**config.mk**
```make
export PLATFORM = sky130hd
export DESIGN_NAME = hpp_port_power
export DESIGN_NICKNAME = d
export VERILOG_FILES = /design/src/verilog/hpp_port_power.v
export VERILOG_INCLUDE_DIRS = /design/src /design/src/verilog
export SDC_FILE = /design/constraint.sdc
export NUM_CORES = 1
export LEC_CHECK = 0
export BUFFER_PORTS_ARGS = -buffer_cell sky130_fd_sc_hd__buf_2
export CORE_AREA = 2 2 81 83
export CTS_CLUSTER_DIAMETER = 200
export DETAILED_ROUTE_END_ITERATION = 8
export DIE_AREA = 0 0 83 85
export GPL_ROUTABILITY_DRIVEN = 1
export PLACE_DENSITY = 0.86
export SETUP_SLACK_MARGIN = 0.02
export SLEW_MARGIN = 10
export SYNTH_ARGS = -nofsm -noshare
export SYNTH_HDL_FRONTEND = slang
export SYNTH_SLANG_ARGS = --single-unit
```
**constraint.sdc**
```tcl
create_clock -name clk -period 3.3 [get_ports clk]
set_input_delay 0.66 -clock clk [delete_from_list [all_inputs] [get_ports clk]]
set_output_delay 0.66 -clock clk [all_outputs]
set_load 0.005 [all_outputs]
```
**src/verilog/hpp_map.vh**
```
// Constants of the hub port power and configuration block.
// Assumes a 10 MHz system clock and Avalon-MM byte addressing of 32-bit registers.
`ifndef HPP_MAP_VH
`define HPP_MAP_VH

// ----------------------------------------
// Clock and timing
// ----------------------------------------
`define HPP_CLK_KHZ        10000
`define HPP_OC_SAMPLE_MS   2

// ----------------------------------------
// Register byte offsets
// ----------------------------------------
`define HPP_REG_CTRL       4'h0
`define HPP_REG_STATUS     4'h4
`define HPP_REG_INT_STAT   4'h8
`define HPP_REG_INT_MASK   4'hc

// ----------------------------------------
// Reset values
// ----------------------------------------
`define HPP_CTRL_RST       3'h0
`define HPP_MASK_RST       4'h0

// ----------------------------------------
// Status field positions
// ----------------------------------------
`define HPP_ST_THREE       0
`define HPP_ST_GANG        1
`define HPP_ST_FIXED_LO    2
`define HPP_ST_BYPASS      4
`define HPP_ST_SUSP        5
`define HPP_ST_OC_LO       8
`define HPP_ST_PWR_LO      12

// ----------------------------------------
// Interrupt bit positions
// ----------------------------------------
`define HPP_INT_OC_LO      0
`define HPP_INT_SUSP       3

`endif

```
**src/verilog/hpp_port_power.v**
```verilog
// Port power, overcurrent filter, straps and clock select of the hub.
// Assumes straps and overcurrent pins are asynchronous board levels and
// that the hub engine drives suspend_request on the same clock.
//
// Contract
// Per-port mode: each overcurrent_n input belongs to its own port only.
// Ganged mode: overcurrent on any input applies to every port.
// Each overcurrent_n input is sampled once every 2 ms.
// Only two consecutive asserted samples pass; a single one is ignored.
// Port three overcurrent input gets a pull-up enable in 2-port mode.
// port_power_on_n are active-low push-pull, driven at both levels.
// While reset is low all logic holds its initial state.
// The system asserts reset at power-up, ideally 100 us to 1 ms.
// The chosen clock runs for the last 60 us of reset.
// suspend_status is high in suspend, low in normal operation.
// Mode strap low: core clocked from the multiplier on the 6 MHz input.
// Mode strap high: multiplier bypassed, 48 MHz input drives core.
// Crystal mode derives both 48 MHz and 12 MHz core clocks.
// three_port_select_n low gives three ports, high gives two.
// fixed_port_count straps tell how many ports are permanently attached.
// With memory disabled, gang strap picks ganged or per-port detection.
// fixed_port_count is binary, clamped to the configured port count.
// Filtered overcurrent removes power from affected ports and flags it.
//
// Register access over Avalon-MM and the register addresses are this design's own decisions.
`include "hpp_map.vh"

module hpp_port_power #(
    parameter SAMPLE_CYCLES = `HPP_OC_SAMPLE_MS * `HPP_CLK_KHZ
) (
    input  wire        clk,
    input  wire        rst_n,
    input  wire [3:0]  avs_address,
    input  wire        avs_read,
    input  wire        avs_write,
    input  wire [31:0] avs_writedata,
    output reg  [31:0] avs_readdata,
    output wire        avs_waitrequest,
    input  wire [2:0]  overcurrent_n,
    output reg  [2:0]  port_power_on_n,
    output wire        overcurrent3_pullup_en,
    input  wire        suspend_request,
    output reg         suspend_status,
    input  wire        mode_strap,
    output wire        internal_clock_multiplier_en,
    output wire        core_clock_bypass,
    output wire        crystal_drive_en,
    input  wire        three_port_select_n,
    input  wire [1:0]  fixed_port_count,
    input  wire        external_memory_enable_n,
    input  wire        serial_data_or_gang_select,
    output wire [1:0]  fixed_ports,
    output wire        irq
);

// ----------------------------------------
// Pin synchronisers
// ----------------------------------------
// Bits: oc[2:0], mode, np3_n, fixed[1:0], external_memory_enable_n_n, gang
reg  [8:0] pin_meta;
reg  [8:0] pin_sync;
wire [8:0] pin_raw;

assign pin_raw = {serial_data_or_gang_select, external_memory_enable_n,
                  fixed_port_count, three_port_select_n, mode_strap,
                  overcurrent_n};

always @(posedge clk or negedge rst_n) begin
    if (!rst_n) begin
        pin_meta <= 9'h1ff;
        pin_sync <= 9'h1ff;
    end else begin
        pin_meta <= pin_raw;
        pin_sync <= pin_meta;
    end
end

// ----------------------------------------
// Strap capture
// ----------------------------------------
// Straps are static by contract; caught once, three cycles after release
// so the synchroniser has settled.
reg        strap_done;
reg [1:0]  strap_wait;
reg        strap_mode;
reg        strap_np3_n;
reg [1:0]  strap_fixed;
reg        strap_gang;

always @(posedge clk or negedge rst_n) begin
    if (!rst_n) begin
        strap_done  <= 1'b0;
        strap_wait  <= 2'h0;
        strap_mode  <= 1'b0;
        strap_np3_n <= 1'b0;
        strap_fixed <= 2'h0;
        strap_gang  <= 1'b0;
    end else if (!strap_done) begin
        strap_wait <= strap_wait + 2'h1;
        if (strap_wait == 2'h2) begin
            strap_done  <= 1'b1;
            strap_mode  <= pin_sync[3];
            strap_np3_n <= pin_sync[4];
            strap_fixed <= pin_sync[6:5];
            // Gang strap only means gang while memory is disabled
            strap_gang  <= pin_sync[7] & pin_sync[8];
        end
    end
end

// ----------------------------------------
// Strap decode
// ----------------------------------------
wire       three_ports;
wire [2:0] port_present;
wire [1:0] port_limit;
reg  [1:0] fixed_clamp;

assign three_ports  = ~strap_np3_n;
assign port_present = {three_ports, 2'h3};
assign port_limit   = three_ports ? 2'h3 : 2'h2;

// Binary count, clamped so the hub never reports more attached ports
// than it has.
always @* begin
    if (strap_fixed > port_limit) begin
        fixed_clamp = port_limit;
    end else begin
        fixed_clamp = strap_fixed;
    end
end

// ----------------------------------------
// Clock source select and registered configuration
// ----------------------------------------
// The core clock mux itself sits in the analog wrapper; these steer it.
// Held at the crystal setting in reset so the multiplier starts early.
reg        cfg_mult_en;
reg        cfg_bypass;
reg        cfg_xtal_en;
reg        cfg_pullup;
reg  [1:0] cfg_fixed;

always @(posedge clk or negedge rst_n) begin
    if (!rst_n) begin
        cfg_mult_en <= 1'b1;
        cfg_bypass  <= 1'b0;
        cfg_xtal_en <= 1'b1;
        cfg_pullup  <= 1'b0;
        cfg_fixed   <= 2'h0;
    end else begin
        cfg_mult_en <= ~strap_mode;
        cfg_bypass  <= strap_mode;
        cfg_xtal_en <= ~strap_mode;
        // Keeps a floating third input inactive on a two-port board
        cfg_pullup  <= ~three_ports;
        cfg_fixed   <= fixed_clamp;
    end
end

assign internal_clock_multiplier_en = cfg_mult_en;
assign core_clock_bypass            = cfg_bypass;
assign crystal_drive_en             = cfg_xtal_en;
assign overcurrent3_pullup_en       = cfg_pullup;
assign fixed_ports                  = cfg_fixed;

// ----------------------------------------
// Overcurrent sample tick
// ----------------------------------------
reg  [14:0] tick_cnt;
reg         tick;

always @(posedge clk or negedge rst_n) begin
    if (!rst_n) begin
        tick_cnt <= 15'h0;
        tick     <= 1'b0;
    end else if (tick_cnt == SAMPLE_CYCLES - 1) begin
        tick_cnt <= 15'h0;
        tick     <= 1'b1;
    end else begin
        tick_cnt <= tick_cnt + 15'h1;
        tick     <= 1'b0;
    end
end

// ----------------------------------------
// Two-sample filter per port
// ----------------------------------------
// A level change passes only when two samples agree, so spikes shorter
// than one period never reach the power logic.
reg  [2:0] oc_prev;
reg  [2:0] oc_filt;
wire [2:0] oc_rise;

genvar gi;
generate
    for (gi = 0; gi < 3; gi = gi + 1) begin : g_filt
        // An absent port always samples as fault free
        wire oc_sample;
        assign oc_sample = ~pin_sync[gi] & port_present[gi];
        always @(posedge clk or negedge rst_n) begin
            if (!rst_n) begin
                oc_prev[gi] <= 1'b0;
                oc_filt[gi] <= 1'b0;
            end else if (tick) begin
                oc_prev[gi] <= oc_sample;
                if (oc_prev[gi] == oc_sample) begin
                    oc_filt[gi] <= oc_prev[gi];
                end
            end
        end
    end
endgenerate

// Ganged: any filtered input hits all ports; else each its own
wire [2:0] oc_eff;
assign oc_eff = strap_gang ? {3{|oc_filt}} & port_present
                           : oc_filt;

reg  [2:0] oc_eff_d;
assign oc_rise = oc_eff & ~oc_eff_d;

// ----------------------------------------
// Port power and suspend
// ----------------------------------------
reg  [2:0] power_req;
wire [2:0] next_power_on;

assign next_power_on = power_req & port_present & ~oc_eff;

always @(posedge clk or negedge rst_n) begin
    if (!rst_n) begin
        port_power_on_n <= 3'h7;
        oc_eff_d        <= 3'h0;
    end else begin
        port_power_on_n <= ~next_power_on;
        oc_eff_d        <= oc_eff;
    end
end

// ----------------------------------------
// Suspend status
// ----------------------------------------
// Follows the hub engine one cycle late; entry is also an event.
always @(posedge clk or negedge rst_n) begin
    if (!rst_n) begin
        suspend_status <= 1'b0;
    end else begin
        suspend_status <= suspend_request;
    end
end

wire susp_rise;
assign susp_rise = suspend_request & ~suspend_status;

// ----------------------------------------
// Avalon-MM slave
// ----------------------------------------
// One wait state on every access; readdata is loaded with the answer.
reg        ack;
wire       req;
wire       wr_take;
reg  [3:0] int_stat;
reg  [3:0] int_mask;
wire [3:0] int_set;
wire [3:0] int_clr;
reg [31:0] rd_mux;

wire       wr_ctrl;
wire       wr_mask;
wire       wr_istat;

assign req             = avs_read | avs_write;
assign avs_waitrequest = req & ~ack;
assign wr_take         = avs_write & ack;
assign wr_ctrl         = wr_take && (avs_address == `HPP_REG_CTRL);
assign wr_mask         = wr_take && (avs_address == `HPP_REG_INT_MASK);
assign wr_istat        = wr_take && (avs_address == `HPP_REG_INT_STAT);

always @* begin
    rd_mux = 32'h0;
    case (avs_address)
        `HPP_REG_CTRL:     rd_mux[2:0] = power_req;
        `HPP_REG_STATUS: begin
            rd_mux[`HPP_ST_THREE]          = three_ports;
            rd_mux[`HPP_ST_GANG]           = strap_gang;
            rd_mux[`HPP_ST_FIXED_LO +: 2]  = fixed_ports;
            rd_mux[`HPP_ST_BYPASS]         = strap_mode;
            rd_mux[`HPP_ST_SUSP]           = suspend_status;
            rd_mux[`HPP_ST_OC_LO +: 3]     = oc_eff;
            rd_mux[`HPP_ST_PWR_LO +: 3]    = ~port_power_on_n;
        end
        `HPP_REG_INT_STAT: rd_mux[3:0] = int_stat;
        `HPP_REG_INT_MASK: rd_mux[3:0] = int_mask;
        default:           rd_mux = 32'h0;
    endcase
end

always @(posedge clk or negedge rst_n) begin
    if (!rst_n) begin
        ack          <= 1'b0;
        avs_readdata <= 32'h0;
        power_req    <= `HPP_CTRL_RST;
        int_mask     <= `HPP_MASK_RST;
    end else begin
        ack <= req & ~ack;
        if (avs_read & ~ack)
            avs_readdata <= rd_mux;
        if (wr_ctrl) begin
            power_req <= avs_writedata[2:0];
        end
        if (wr_mask) begin
            int_mask <= avs_writedata[3:0];
        end
    end
end

// ----------------------------------------
// Interrupts
// ----------------------------------------
// Set wins over a write-one-to-clear in the same cycle.
assign int_set = {susp_rise, oc_rise};
assign int_clr = wr_istat ? avs_writedata[3:0] : 4'h0;

genvar ii;
generate
    for (ii = 0; ii < 4; ii = ii + 1) begin : g_int
        always @(posedge clk or negedge rst_n) begin
            if (!rst_n) begin
                int_stat[ii] <= 1'b0;
            end else if (int_set[ii]) begin
                int_stat[ii] <= 1'b1;
            end else if (int_clr[ii]) begin
                int_stat[ii] <= 1'b0;
            end
        end
    end
endgenerate

assign irq = |(int_stat & int_mask);

endmodule // hpp_port_power

```
Word level (Yosys, flattened, before mapping). Cells that the tools add are included.

Register bits after elaboration: 84. Output and inout bits: 44. Logic and storage cells: 101. Bits of input ports: 50.

Reduce and logical (&&, ||, !) cells: 14. Add/subtract/negate cells: 2. Bitwise gates (word level): 24. Multiplexer cells: 21. $lt $le $gt $ge: 1. Equal/unequal tests: 8.

Operator list (count): 15-bit by 1-bit adder with 15-bit output (second input constant) (1); 15-bit == test (second input constant) (1); 15-bit 2-to-1 mux (1); 3-bit AND (4); 1-bit 2-to-1 mux (12); 3-bit inverter (4); 3-bit one-hot mux with 4 select lines (1); 3-bit 2-to-1 mux (3); 4-bit == test (second input constant) (2); 1-bit inverter (8); 2-bit AND reduction (4); 2-bit nonzero test (4); 1-bit AND (6); 4-bit AND (1); 4-bit by 3-bit == test with 1-bit output (second input constant) (1); 4-bit zero test (1); 2-bit 2-to-1 mux (2); 4-bit 2-to-1 mux (1); 4-bit OR reduction (1); 1-bit == test (3); 1-bit logical AND (3); 1-bit one-hot mux with 3 select lines (1); 3-bit OR reduction (1); 2-bit by 1-bit adder with 2-bit output (second input constant) (1); other kinds (3) (3).

Logic depth before layout (Yosys ltp). Gate-level depths: netlist of the first run.

Word-level depth: 6. Gate-level depth with buffers: 7. Depth with buffers taken out: 5.

Least setup slack after synthesis of the first run. No wires, ideal clock.

Kind: input -> register. Start: input avs_address[3]. End: register avs_readdata[0]. Setup slack: 1.658 ns. Path buffers: 1. Arrival time: 1.521 ns. Stages on the path: 3. Required time: 3.179 ns. Cell sequence: buf_2 -> mux4_2 -> a22o_1.

Longest elaborated chain between the ends: 2. Elaborated cells between the ends (all ways): 5.

RTL lines: from (decl) (line hpp_port_power.v:33) `input wire [3:0] avs_address,`; 4-bit == test, or another cell as far along (line hpp_port_power.v:282) `case (avs_address)`; 3-bit one-hot mux with 4 select lines * (line hpp_port_power.v:282); to (signal assigned) (line hpp_port_power.v:308) `avs_readdata <= rd_mux;`; to (decl) (line hpp_port_power.v:37) `output reg [31:0] avs_readdata,`.

Mark *: on every way between the ends. The rest lies on a longest branch, timed or not. A chain may end at the register's enable or synchronous reset.

Worst setup path after layout of the first run.
Start: register ack. End: register avs_readdata[8].

Longest elaborated chain between the ends: 2.

RTL lines: from (decl) (line hpp_port_power.v:260) `reg ack;`; from (signal assigned) (line hpp_port_power.v:306) `ack <= req & ~ack;`; 1-bit inverter (line hpp_port_power.v:307) `if (avs_read & ~ack)`; 1-bit AND (line hpp_port_power.v:307).

No other way between the ends.

==> flow_summary.json, run 1 <==
{
  "cts_buffer_depth": 2,
  "setup_tns_ns": 0,
  "vias": 2019,
  "clk_pin_slew_ns": 0.08,
  "path_class": "reg2reg",
  "ys.flop_type": "dfrtp_1",
  "area_growth_syn_to_layout_pct": 11.1,
  "routed_wl_um": 5110,
  "grt_pass1_vias": 1923,
  "path_cells": "nand2b_1, nor3_2, nand3b_1, o21ai_0",
  "drtIter0Drc": 106,
  "num_rows": 29,
  "h-tree-depth": 3,
  "max_freq_ghz": 0.546,
  "report.power.total_w": 0.00193,
  "avgSynthCellArea_um2": 12.3,
  "wl_met3_um": 281,
  "yosys.area.top_type": "dfrtp_1",
  "num_antenna_cells": 0,
  "gp_congestion": 0.798,
  "drc": 0,
  "pin_count": 94,
  "power.density_nw_per_um2": 523,
  "critPathSlowestCell": "dfrtp_1",
  "post-place-ws_ns": 1.22,
  "synth_area_leaders": "dfrtp_1 (47%), dfstp_2 (17%), buf_4 (4.7%), o21ai_0 (3.3%), nand2_1 (3.3%)",
  "firstDrtPassIters": 4,
  "grt_pass1_wl_um": 8890,
  "setup_violations": 0,
  "cts_root_buffer": "clkbuf_8",
  "grt_max_degree": 85,
  "cts_hold_buf": 0,
  "ir_drop_mv": 0.403,
  "track_usage_pct": 16.0,
  "synth-seq-cells": 84,
  "startpoint_type": "register",
  "dieArea_um2": 7060,
  "slew_viol_final": 0,
  "netlist_instances": 270,
  "numCtsBuffers": 9,
  "synthesis.area_um2": 3330,
  "synth-edff-count": 0,
  "ys_async_sr_fraction_pct": 100,
  "fin_skew_ns": 0.0132,
  "top_layer": "met4",
  "die_y_um": 85,
  "clock_latency_ns": 0.35,
  "die_w_um": 83,
  "ant_nets": 0,
  "dr_wl_met2_um": 2470,
  "finish.net_count": 370,
  "cts_tree": "yes",
  "maxCapViolCount": 0,
  "slowest_delay_ns": 0.39,
  "vias_per_cell": 5.06,
  "synth_seq_area_share_pct": 64.0,
  "numClockSinks": 84,
  "hp-class": "reg2reg",
  "portBuffers": 45,
  "yosysTopAreaCellShare_pct": 46.7,
  "required_ns": 3.56,
  "arrival_ns": 2.09,
  "hold_violations": 0,
  "end_kind": "register",
  "start_util_pct": 53.6,
  "antenna_found_initial": 0,
  "core_um2": 6200,
  "fin_crit_sh_pct": 55.5,
  "worstMarginPinSlew_ns": 0.999,
  "crit_fanout": 13,
  "rsz0062_at_grt": "no",
  "slew_headroom_pct": 33.4,
  "setup_slack_ns": 1.47,
  "utilization_pct": 59.5,
  "yosys_warnings": 0,
  "layout-drive-gt1-share_pct": 30.4,
  "min_period_ns": 1.83,
  "synth_cell_types": 39,
  "post_cts_buffers": 0,
  "wl_met1_um": 2240,
  "post_cts_resized": 0,
  "wl_per_cell_um": 12.8,
  "globalRouteOverflowTotal": 0,
  "dp_hpwl_um": 3600,
  "p_leak_nw": 1.77,
  "outcome": "finished, final reports clean"
}
==> placed cells by master (no fill, tap or decap), types with 2 or more instances in the layout <==
master / count
nand3_1: 8
dfrtp_1: 62
and4_1: 2
and4b_1: 2
inv_6: 2
a22o_1: 5
nand2b_1: 2
dfstp_2: 22
mux2_2: 9
nor2b_1: 3
o2bb2ai_1: 3
o31ai_1: 2
nand4_1: 4
nand2_1: 29
clkbuf_8: 9
clkinv_4: 2
inv_1: 10
nand3b_1: 2
a22oi_1: 2
a21oi_1: 3
o21ai_0: 22
xor2_1: 8
nor2_1: 20
buf_2: 44
xnor2_1: 4
mux4_2: 3
ha_1: 3
conb_1: 20
==> cells by family (layout without fill, tap and decap cells) <==
group | Yosys count | after routing | share of synthesized area [%]
compound gates | 39 | 39 | 7.11
flops | 84 | 84 | 64.0
xor+xnor | 12 | 12 | 3.16
fa+ha+maj | 3 | 3 | 1.13
mux | 13 | 13 | 5.38
simple gates | 80 | 80 | 11.9
other cells | 1 | 20 | 0.113
buf+inv | 38 | 71 | 7.19
==> through the flow <==
stage	area (um2)	std cells	hold WS (ns)
4_1_cts	3690	399	0.359
3_5_place_dp	3520	383	0.347
3_3_place_gp	3520	383	0.346
2_1_floorplan	3400	289	0.345
6_report	3690	399	0.358
5_1_grt	3690	399	0.362
==> layer usage <==
metal | up-vias | track usage (%)
met4 | 0 | 8.94
li1 | 962 | -
met3 | 10 | 4.09
met1 | 984 | 21.1
met2 | 63 | 24.6
met5 | - | 0
==> path summary, 6_finish.rpt <==
| kind | slack [ns] | to | cells past startpoint | startpoint |
|---|---|---|---|---|
| worst min-delay path | 0.36 | pin_sync[3] | 0 | pin_meta[3] |
| max in group asynchronous | 2.18 | oc_eff_d[0] | 1 | rst_n |
| worst max register to register | 1.47 | avs_readdata[8] | 4 | ack |
| worst max-delay path | 1.47 | avs_readdata[8] | 4 | ack |
| worst min register to register | 0.36 | pin_sync[3] | 0 | pin_meta[3] |
| min in group asynchronous | 0.45 | tick_cnt[10] | 1 | rst_n |
==> sequential cells by signal (all words and copies together), names as in the netlist, 2 cells and up <==
signal and cells:
oc_eff_d 3, avs_readdata 12, strap_wait 2, oc_filt 3, pin_meta 9, int_stat 4, int_mask 4, strap_fixed 2
port_power_on_n 3, pin_sync 9, tick_cnt 15, fixed_ports 2, oc_prev 3, power_req 3
==> synth_stat cells (5+ instances only) <==
master and number:
xor2_1 8, dfstp_2 22, nand2_1 29, buf_4 21, a22o_1 5, inv_1 10, dfrtp_1 62, o21ai_0 22
nor2_1 20, nand3_1 8, mux2_2 9
==> cell type report <==
cell class	count	area, um2
fillers	491	2510
flip-flops and latches	84	2130
clock buffers	10	128
clock inverters	6	47.5
inverters	10	37.5
multi-input cells	167	1030
repair buffers	45	228
well taps	77	96.3
==> power by group <==
part	switching, W	leakage (nW)	internal, W
clock network	0.000369	0.0872	0.000280
logic	0.0000741	0.660	0.0000728
registers	0.0000345	1.02	0.00110
==> critical path: cells and delay by family (launching register included) <==
kind            cells  cell delay, ns
simple gates        3            1.08
flops               1            0.39
compound gates      1            0.28
(Power assumes the default switching activity.)
==> run 2, diff against run 1 <==
Settings changed: ABC_AREA from default to 1, CORE_AREA 2 2 81 83 to 2 2 90 92, DIE_AREA 0 0 83 85 to 0 0 92 94, PLACE_DENSITY 0.86 to 0.78.
Clock period 3.3 ns to 1.55 ns, I/O delays scaled along.
==> run 2 against run 1 <==
  * Worst hold slack worse by 0.31 ns
  * Non-clock buffer count is 5 higher
  * Die area is 23% higher
  * Global-route usage is 0.40 points lower
  * Worst setup slack worse by 1.3 ns
  * Synthesized cell count is 37% higher
  * Utilization is 6.0 points lower
  * Via count is 25% higher
  * Largest power group unchanged
==> flow_summary.json, run 2 <==
{
  "holdPathStages": 1,
  "rsz0062_at_grt": "no",
  "clock_latency_ns": 0.36,
  "path_class": "reg2out",
  "holdWs_ns": 0.0476,
  "yosysMostFrequentCell": "nand2_1",
  "maxCapViolCount": 0,
  "startpoint_type": "register",
  "post_cts_resized": 0,
  "h-tree-depth": 3,
  "numClockSinks": 84,
  "nFillCells": 720,
  "synth_seq_area_share_pct": 60.2,
  "cts_tree": "yes",
  "ys.flop_type": "dfrtp_1",
  "avgSynthCellArea_um2": 9.56,
  "portBuffers": 45,
  "globalRouteOverflowTotal": 0,
  "hold_violations": 0,
  "hp-class": "in2reg",
  "r2r_setup_slack_ns": 0.16,
  "arrival_ns": 1.11,
  "synth_area_leaders": "dfrtp_1 (44%), dfstp_2 (16%), nand2_1 (8.2%), inv_1 (5.1%), o21ai_0 (4.8%)",
  "slew_headroom_pct": 64.5,
  "yosysTopAreaCellShare_pct": 43.8,
  "r2r_cells": 4,
  "finish.net_count": 479,
  "grt_pass1_vias": 2359,
  "report.power.total_w": 0.00441,
  "critPathSlowestCell": "dfrtp_1",
  "multiInputGateArea_um2": 1120,
  "yosys_warnings": 0,
  "fin_crit_sh_pct": 91.3,
  "end_kind": "primary output",
  "firstDrtPassIters": 4,
  "synthesis.area_um2": 3540,
  "ant_nets": 0,
  "drtIter0Drc": 144,
  "start_util_pct": 46.5,
  "min_period_ns": 1.42,
  "seq_area_um2": 2130,
  "routed_wl_um": 6090,
  "layout_common_cells": "nand2_1 (77), dfrtp_1 (62), inv_1 (48), buf_2 (44), o21ai_0 (34)",
  "netlist_instances": 370,
  "dp_hpwl_um": 4500,
  "cts_root_buffer": "clkbuf_8",
  "ys_async_sr_fraction_pct": 100,
  "num_rows": 32,
  "drc": 0,
  "slew_viol_final": 0,
  "top_register": "tick_cnt",
  "antenna_found_initial": 0,
  "post_cts_buffers": 0,
  "path_cells": "nand2_1, nand4_1, buf_2",
  "area_growth_syn_to_layout_pct": 15.1,
  "crit_buf_inv": 1,
  "core_um2": 7610,
  "final_common_cell": "nand2_1",
  "slowest_delay_ns": 0.41,
  "synth_cell_types": 30,
  "grt_pass1_wl_um": 10500,
  "p_leak_nw": 2.07,
  "dieArea_um2": 8650,
  "cpLargestDelayFamily": "flip-flops",
  "outcome": "finished, final reports clean",
  "synth-seq-cells": 84,
  "die_w_um": 92,
  "cp.depth": 3,
  "cts_buffer_depth": 2,
  "die_y_um": 94,
  "track_usage_pct": 15.6,
  "clk_pin_slew_ns": 0.08,
  "post-place-ws_ns": 0.220,
  "pin_count": 94,
  "yosys.area.top_type": "dfrtp_1",
  "grt_max_degree": 32,
  "required_ns": 1.24,
  "crit_fanout": 3,
  "vias_per_cell": 4.73,
  "wl_per_cell_um": 11.4,
  "vias": 2522,
  "num_antenna_cells": 0,
  "layout-drive-gt1-share_pct": 23.9,
  "ir_drop_mv": 0.680,
  "gp_congestion": 0.839,
  "largest_register_ffs": 15,
  "numCtsBuffers": 9,
  "setup_tns_ns": 0,
  "max_freq_ghz": 0.706,
  "setup_slack_ns": 0.134,
  "setup_violations": 0,
  "synthTopCellsByCount": "nand2_1 (77), dfrtp_1 (62), inv_1 (48)",
  "synth-edff-count": 0,
  "reg_top3": "tick_cnt x15, avs_readdata x12",
  "worstMarginPinSlew_ns": 0.527,
  "power.density_nw_per_um2": 1080,
  "fin_skew_ns": 0.0152
}
-- run 2: cell count changes in the layout (fill, tap and decap cells not counted), moves of 9 or more --
cell     delta
nand2_1    +48
mux2_2      -9
nor2_1     +10
o21ai_0    +12
nand3_1    +18
inv_1      +38
-- run 2: worst paths after layout --
kind,startpoint,end
worst min-delay path,fixed_port_count[0],pin_meta[5]
worst max-delay path,int_stat[1],irq
worst max register to register,strap_np3_n,fixed_ports[0]
min in group asynchronous,rst_n,avs_readdata[4]
worst min register to register,pin_meta[8],pin_sync[8]
max in group asynchronous,rst_n,pin_sync[1]
-- run 2: per-layer routing --
metal	wire length, um	global-route usage, %
met1	2620	19.6
met2	2980	26.0
met3	410	5.06
met4	72	4.85
met5	0	0
-- run 2: repair_timing --
action	4_1_cts	5_1_grt
hold buffers	1	0
endpoints found under the hold margin	18	0
setup endpoints to repair	0	0
-- run 2: where the power goes --
| group | switching, W | internal [W] | total (W) |
|---|---|---|---|
| Combinational | 0.000189 | 0.000125 | 0.000314 |
| Sequential | 0.0000789 | 0.00234 | 0.00242 |
| Clock | 0.000757 | 0.000914 | 0.00167 |
-- run 2: metrics by stage --
step	cell area [um2]	util (%)	std cells
2_1_floorplan	3610	-	389
3_3_place_gp	3850	50.6	516
3_5_place_dp	3850	50.6	516
4_1_cts	4070	53.5	533
5_1_grt	4070	53.5	533
6_report	4070	53.5	533
-- run 2: area by class of cell --
| class | instances | area share, % |
|---|---|---|
| inverter | 49 | 4.52 |
| tap | 102 | 3.13 |
| sequential | 84 | 52.3 |
| timing repair buffer | 50 | 7.19 |
| clock buffer | 11 | 3.23 |
| multi-input combinational | 232 | 27.6 |
| clock inverter | 5 | 2.06 |
-- run 2: cells by family after synthesis --
family / after synthesis / synth area share (%)
xor+xnor: 6 / 1.49
buf+inv: 73 / 10.1
flops: 84 / 60.2
mux: 1 / 0.283
simple gates: 158 / 20.2
other cells: 1 / 0.106
fa+ha+maj: 3 / 1.06
compound gates: 44 / 6.58
==> run 3, diff against run 2 <==
--- a/config.mk
+++ b/config.mk
@@ -9,10 +9,10 @@
 export ABC_AREA = 1
 export BUFFER_PORTS_ARGS = -buffer_cell sky130_fd_sc_hd__buf_2
-export CORE_AREA = 2 2 90 92
+export CORE_AREA = 2 2 83 85
 export CTS_CLUSTER_DIAMETER = 200
 export DETAILED_ROUTE_END_ITERATION = 8
-export DIE_AREA = 0 0 92 94
+export DIE_AREA = 0 0 85 87
 export GPL_ROUTABILITY_DRIVEN = 1
-export PLACE_DENSITY = 0.78
+export PLACE_DENSITY = 0.86
 export SETUP_SLACK_MARGIN = 0.02
 export SLEW_MARGIN = 10
==> constraint.sdc (replaced) <==
create_clock -name clk -period 1.8 [get_ports clk]
set_input_delay 0.36 -clock clk [delete_from_list [all_inputs] [get_ports clk]]
set_output_delay 0.36 -clock clk [all_outputs]
set_load 0.1 [all_outputs]
==> run 3 against run 2 <==
  * Die area shrank 14%
  * Sequential share of layout area grew 0.40 points
  * Flip-flop and latch count is the same
  * Count of clock-buffer cells in the layout grew 2
  * Highest routed layer unchanged
  * Critical path depth shrank 1
  * Clock skew shrank 0.0028 ns
  * Critical path type unchanged
==> flow_summary.json, run 3 (synthesis gave the netlist of run 2 again) <==
{
  "outcome": "finished, final reports clean",
  "ant_nets": 0,
  "grt_pass1_wl_um": 10300,
  "path_class": "reg2out",
  "startpoint_type": "register",
  "firstDrtPassIters": 5,
  "h-tree-depth": 3,
  "routed_wl_um": 6110,
  "final_common_cell": "nand2_1",
  "hold_violations": 0,
  "slew_viol_final": 0,
  "min_period_ns": 1.68,
  "layout_common_cells": "nand2_1 (77), dfrtp_1 (62), inv_1 (48), buf_2 (44), o21ai_0 (34)",
  "track_usage_pct": 17.4,
  "wl_per_cell_um": 12.0,
  "globalRouteOverflowTotal": 0,
  "num_rows": 30,
  "area_growth_syn_to_layout_pct": 14.2,
  "ir_drop_mv": 0.732,
  "start_util_pct": 53.9,
  "pin_count": 94,
  "crit_fanout": 3,
  "arrival_ns": 1.32,
  "die_y_um": 87,
  "holdWs_ns": 0.110,
  "die_w_um": 85,
  "core_um2": 6570,
  "reg_top3": "tick_cnt x15, avs_readdata x12",
  "post_cts_resized": 0,
  "setup_tns_ns": 0,
  "rsz0062_at_grt": "no",
  "numClockSinks": 84,
  "cp-startpoint": "ack",
  "finish.net_count": 477,
  "largest_register_ffs": 15,
  "utilization_pct": 61.5,
  "vias": 2544,
  "fin_crit_sh_pct": 93.3,
  "max_freq_ghz": 0.596,
  "slew_headroom_pct": 62.5,
  "top_register": "tick_cnt",
  "maxCapViolCount": 0,
  "multiInputGateArea_um2": 1120,
  "end_kind": "primary output",
  "drc": 0,
  "num_antenna_cells": 0,
  "gp_congestion": 0.876,
  "layout-drive-gt1-share_pct": 24.0,
  "min_from": "three_port_select_n",
  "dp_hpwl_um": 4540,
  "cts_tree": "yes",
  "grt_max_degree": 36,
  "worstMarginPinSlew_ns": 0.557,
  "grt_pass1_vias": 2455,
  "nFillCells": 532,
  "hp-class": "in2reg",
  "drtIter0Drc": 133,
  "required_ns": 1.44,
  "r2r_start": "strap_np3_n",
  "dieArea_um2": 7400,
  "clock_latency_ns": 0.34,
  "antenna_found_initial": 0,
  "cts_root_buffer": "clkbuf_8",
  "clk_pin_slew_ns": 0.09,
  "portBuffers": 45,
  "numCtsBuffers": 9,
  "power.density_nw_per_um2": 1080,
  "seq_area_um2": 2130,
  "fin_skew_ns": 0.0124,
  "setup_violations": 0,
  "cts_buffer_depth": 2,
  "p_leak_nw": 2.07,
  "vias_per_cell": 5.00
}
-- run 3: cell count changes in the layout (fill, tap and decap cells not counted), sizes merged --
cell | previous run | this run
buf | 49 | 47
clkinvlp | 2 | 1
inv | 50 | 49
clkbuf | 11 | 13
-- run 3: final timing paths --
check	end	cells past startpoint	slack, ns
worst min register to register	pin_sync[8]	0	0.36
worst max-delay path	avs_waitrequest	2	0.12
worst max register to register	fixed_ports[0]	4	0.39
worst min-delay path	pin_meta[4]	1	0.11
max in group asynchronous	crystal_drive_en	3	0.65
min in group asynchronous	core_clock_bypass	2	0.50
-- run 3: per-layer routing --
| metal | global-route usage (%) | vias up | part of all wire (%) |
|---|---|---|---|
| met5 | 0 | - | 0 |
| met1 | 21.3 | 1208 | 43 |
| met2 | 30.3 | 93 | 49 |
| met3 | 4.17 | 14 | 6.2 |
| li1 | - | 1229 | - |
| met4 | 6.35 | 0 | 1.9 |
-- run 3: where the power goes --
group          switching, W  leakage [nW]  total, W  internal [W]
logic              0.000657         0.936  0.000762      0.000105
registers         0.0000657          1.02   0.00208       0.00202
clock network      0.000628         0.116   0.00152      0.000896
-- run 3: critical path: stages (launching register included) --
cell	delay, ns
dfrtp_1	0.42
nor2_2	0.12
buf_2	0.43
-- run 3: per-stage QoR --
| stage | std cells | setup WS [ns] | power (W) | instance area (um2) |
|---|---|---|---|---|
| 2_1_floorplan | 389 | 0.110 | 0.00277 | 3610 |
| 3_3_place_gp | 492 | 0.441 | 0.00287 | 3790 |
| 3_5_place_dp | 492 | 0.355 | 0.00288 | 3790 |
| 4_1_cts | 509 | 0.103 | 0.00441 | 4040 |
| 5_1_grt | 509 | 0.0580 | 0.00454 | 4040 |
| 6_report | 509 | 0.121 | 0.00437 | 4040 |
-- run 3: final cells by class --
class | instances | area share [%]
Sequential cell | 84 | 52.7
Multi-Input combinational cell | 232 | 27.8
Timing Repair Buffer | 48 | 6.57
Inverter | 49 | 4.55
Clock buffer | 13 | 4.18
Tap cell | 80 | 2.48
Clock inverter | 3 | 1.67
-- run 3: timing repair --
item / CTS / global route
setup buffers: 0 / 0
hold buffers: 1 / 0
endpoints found under the hold margin: 24 / 0
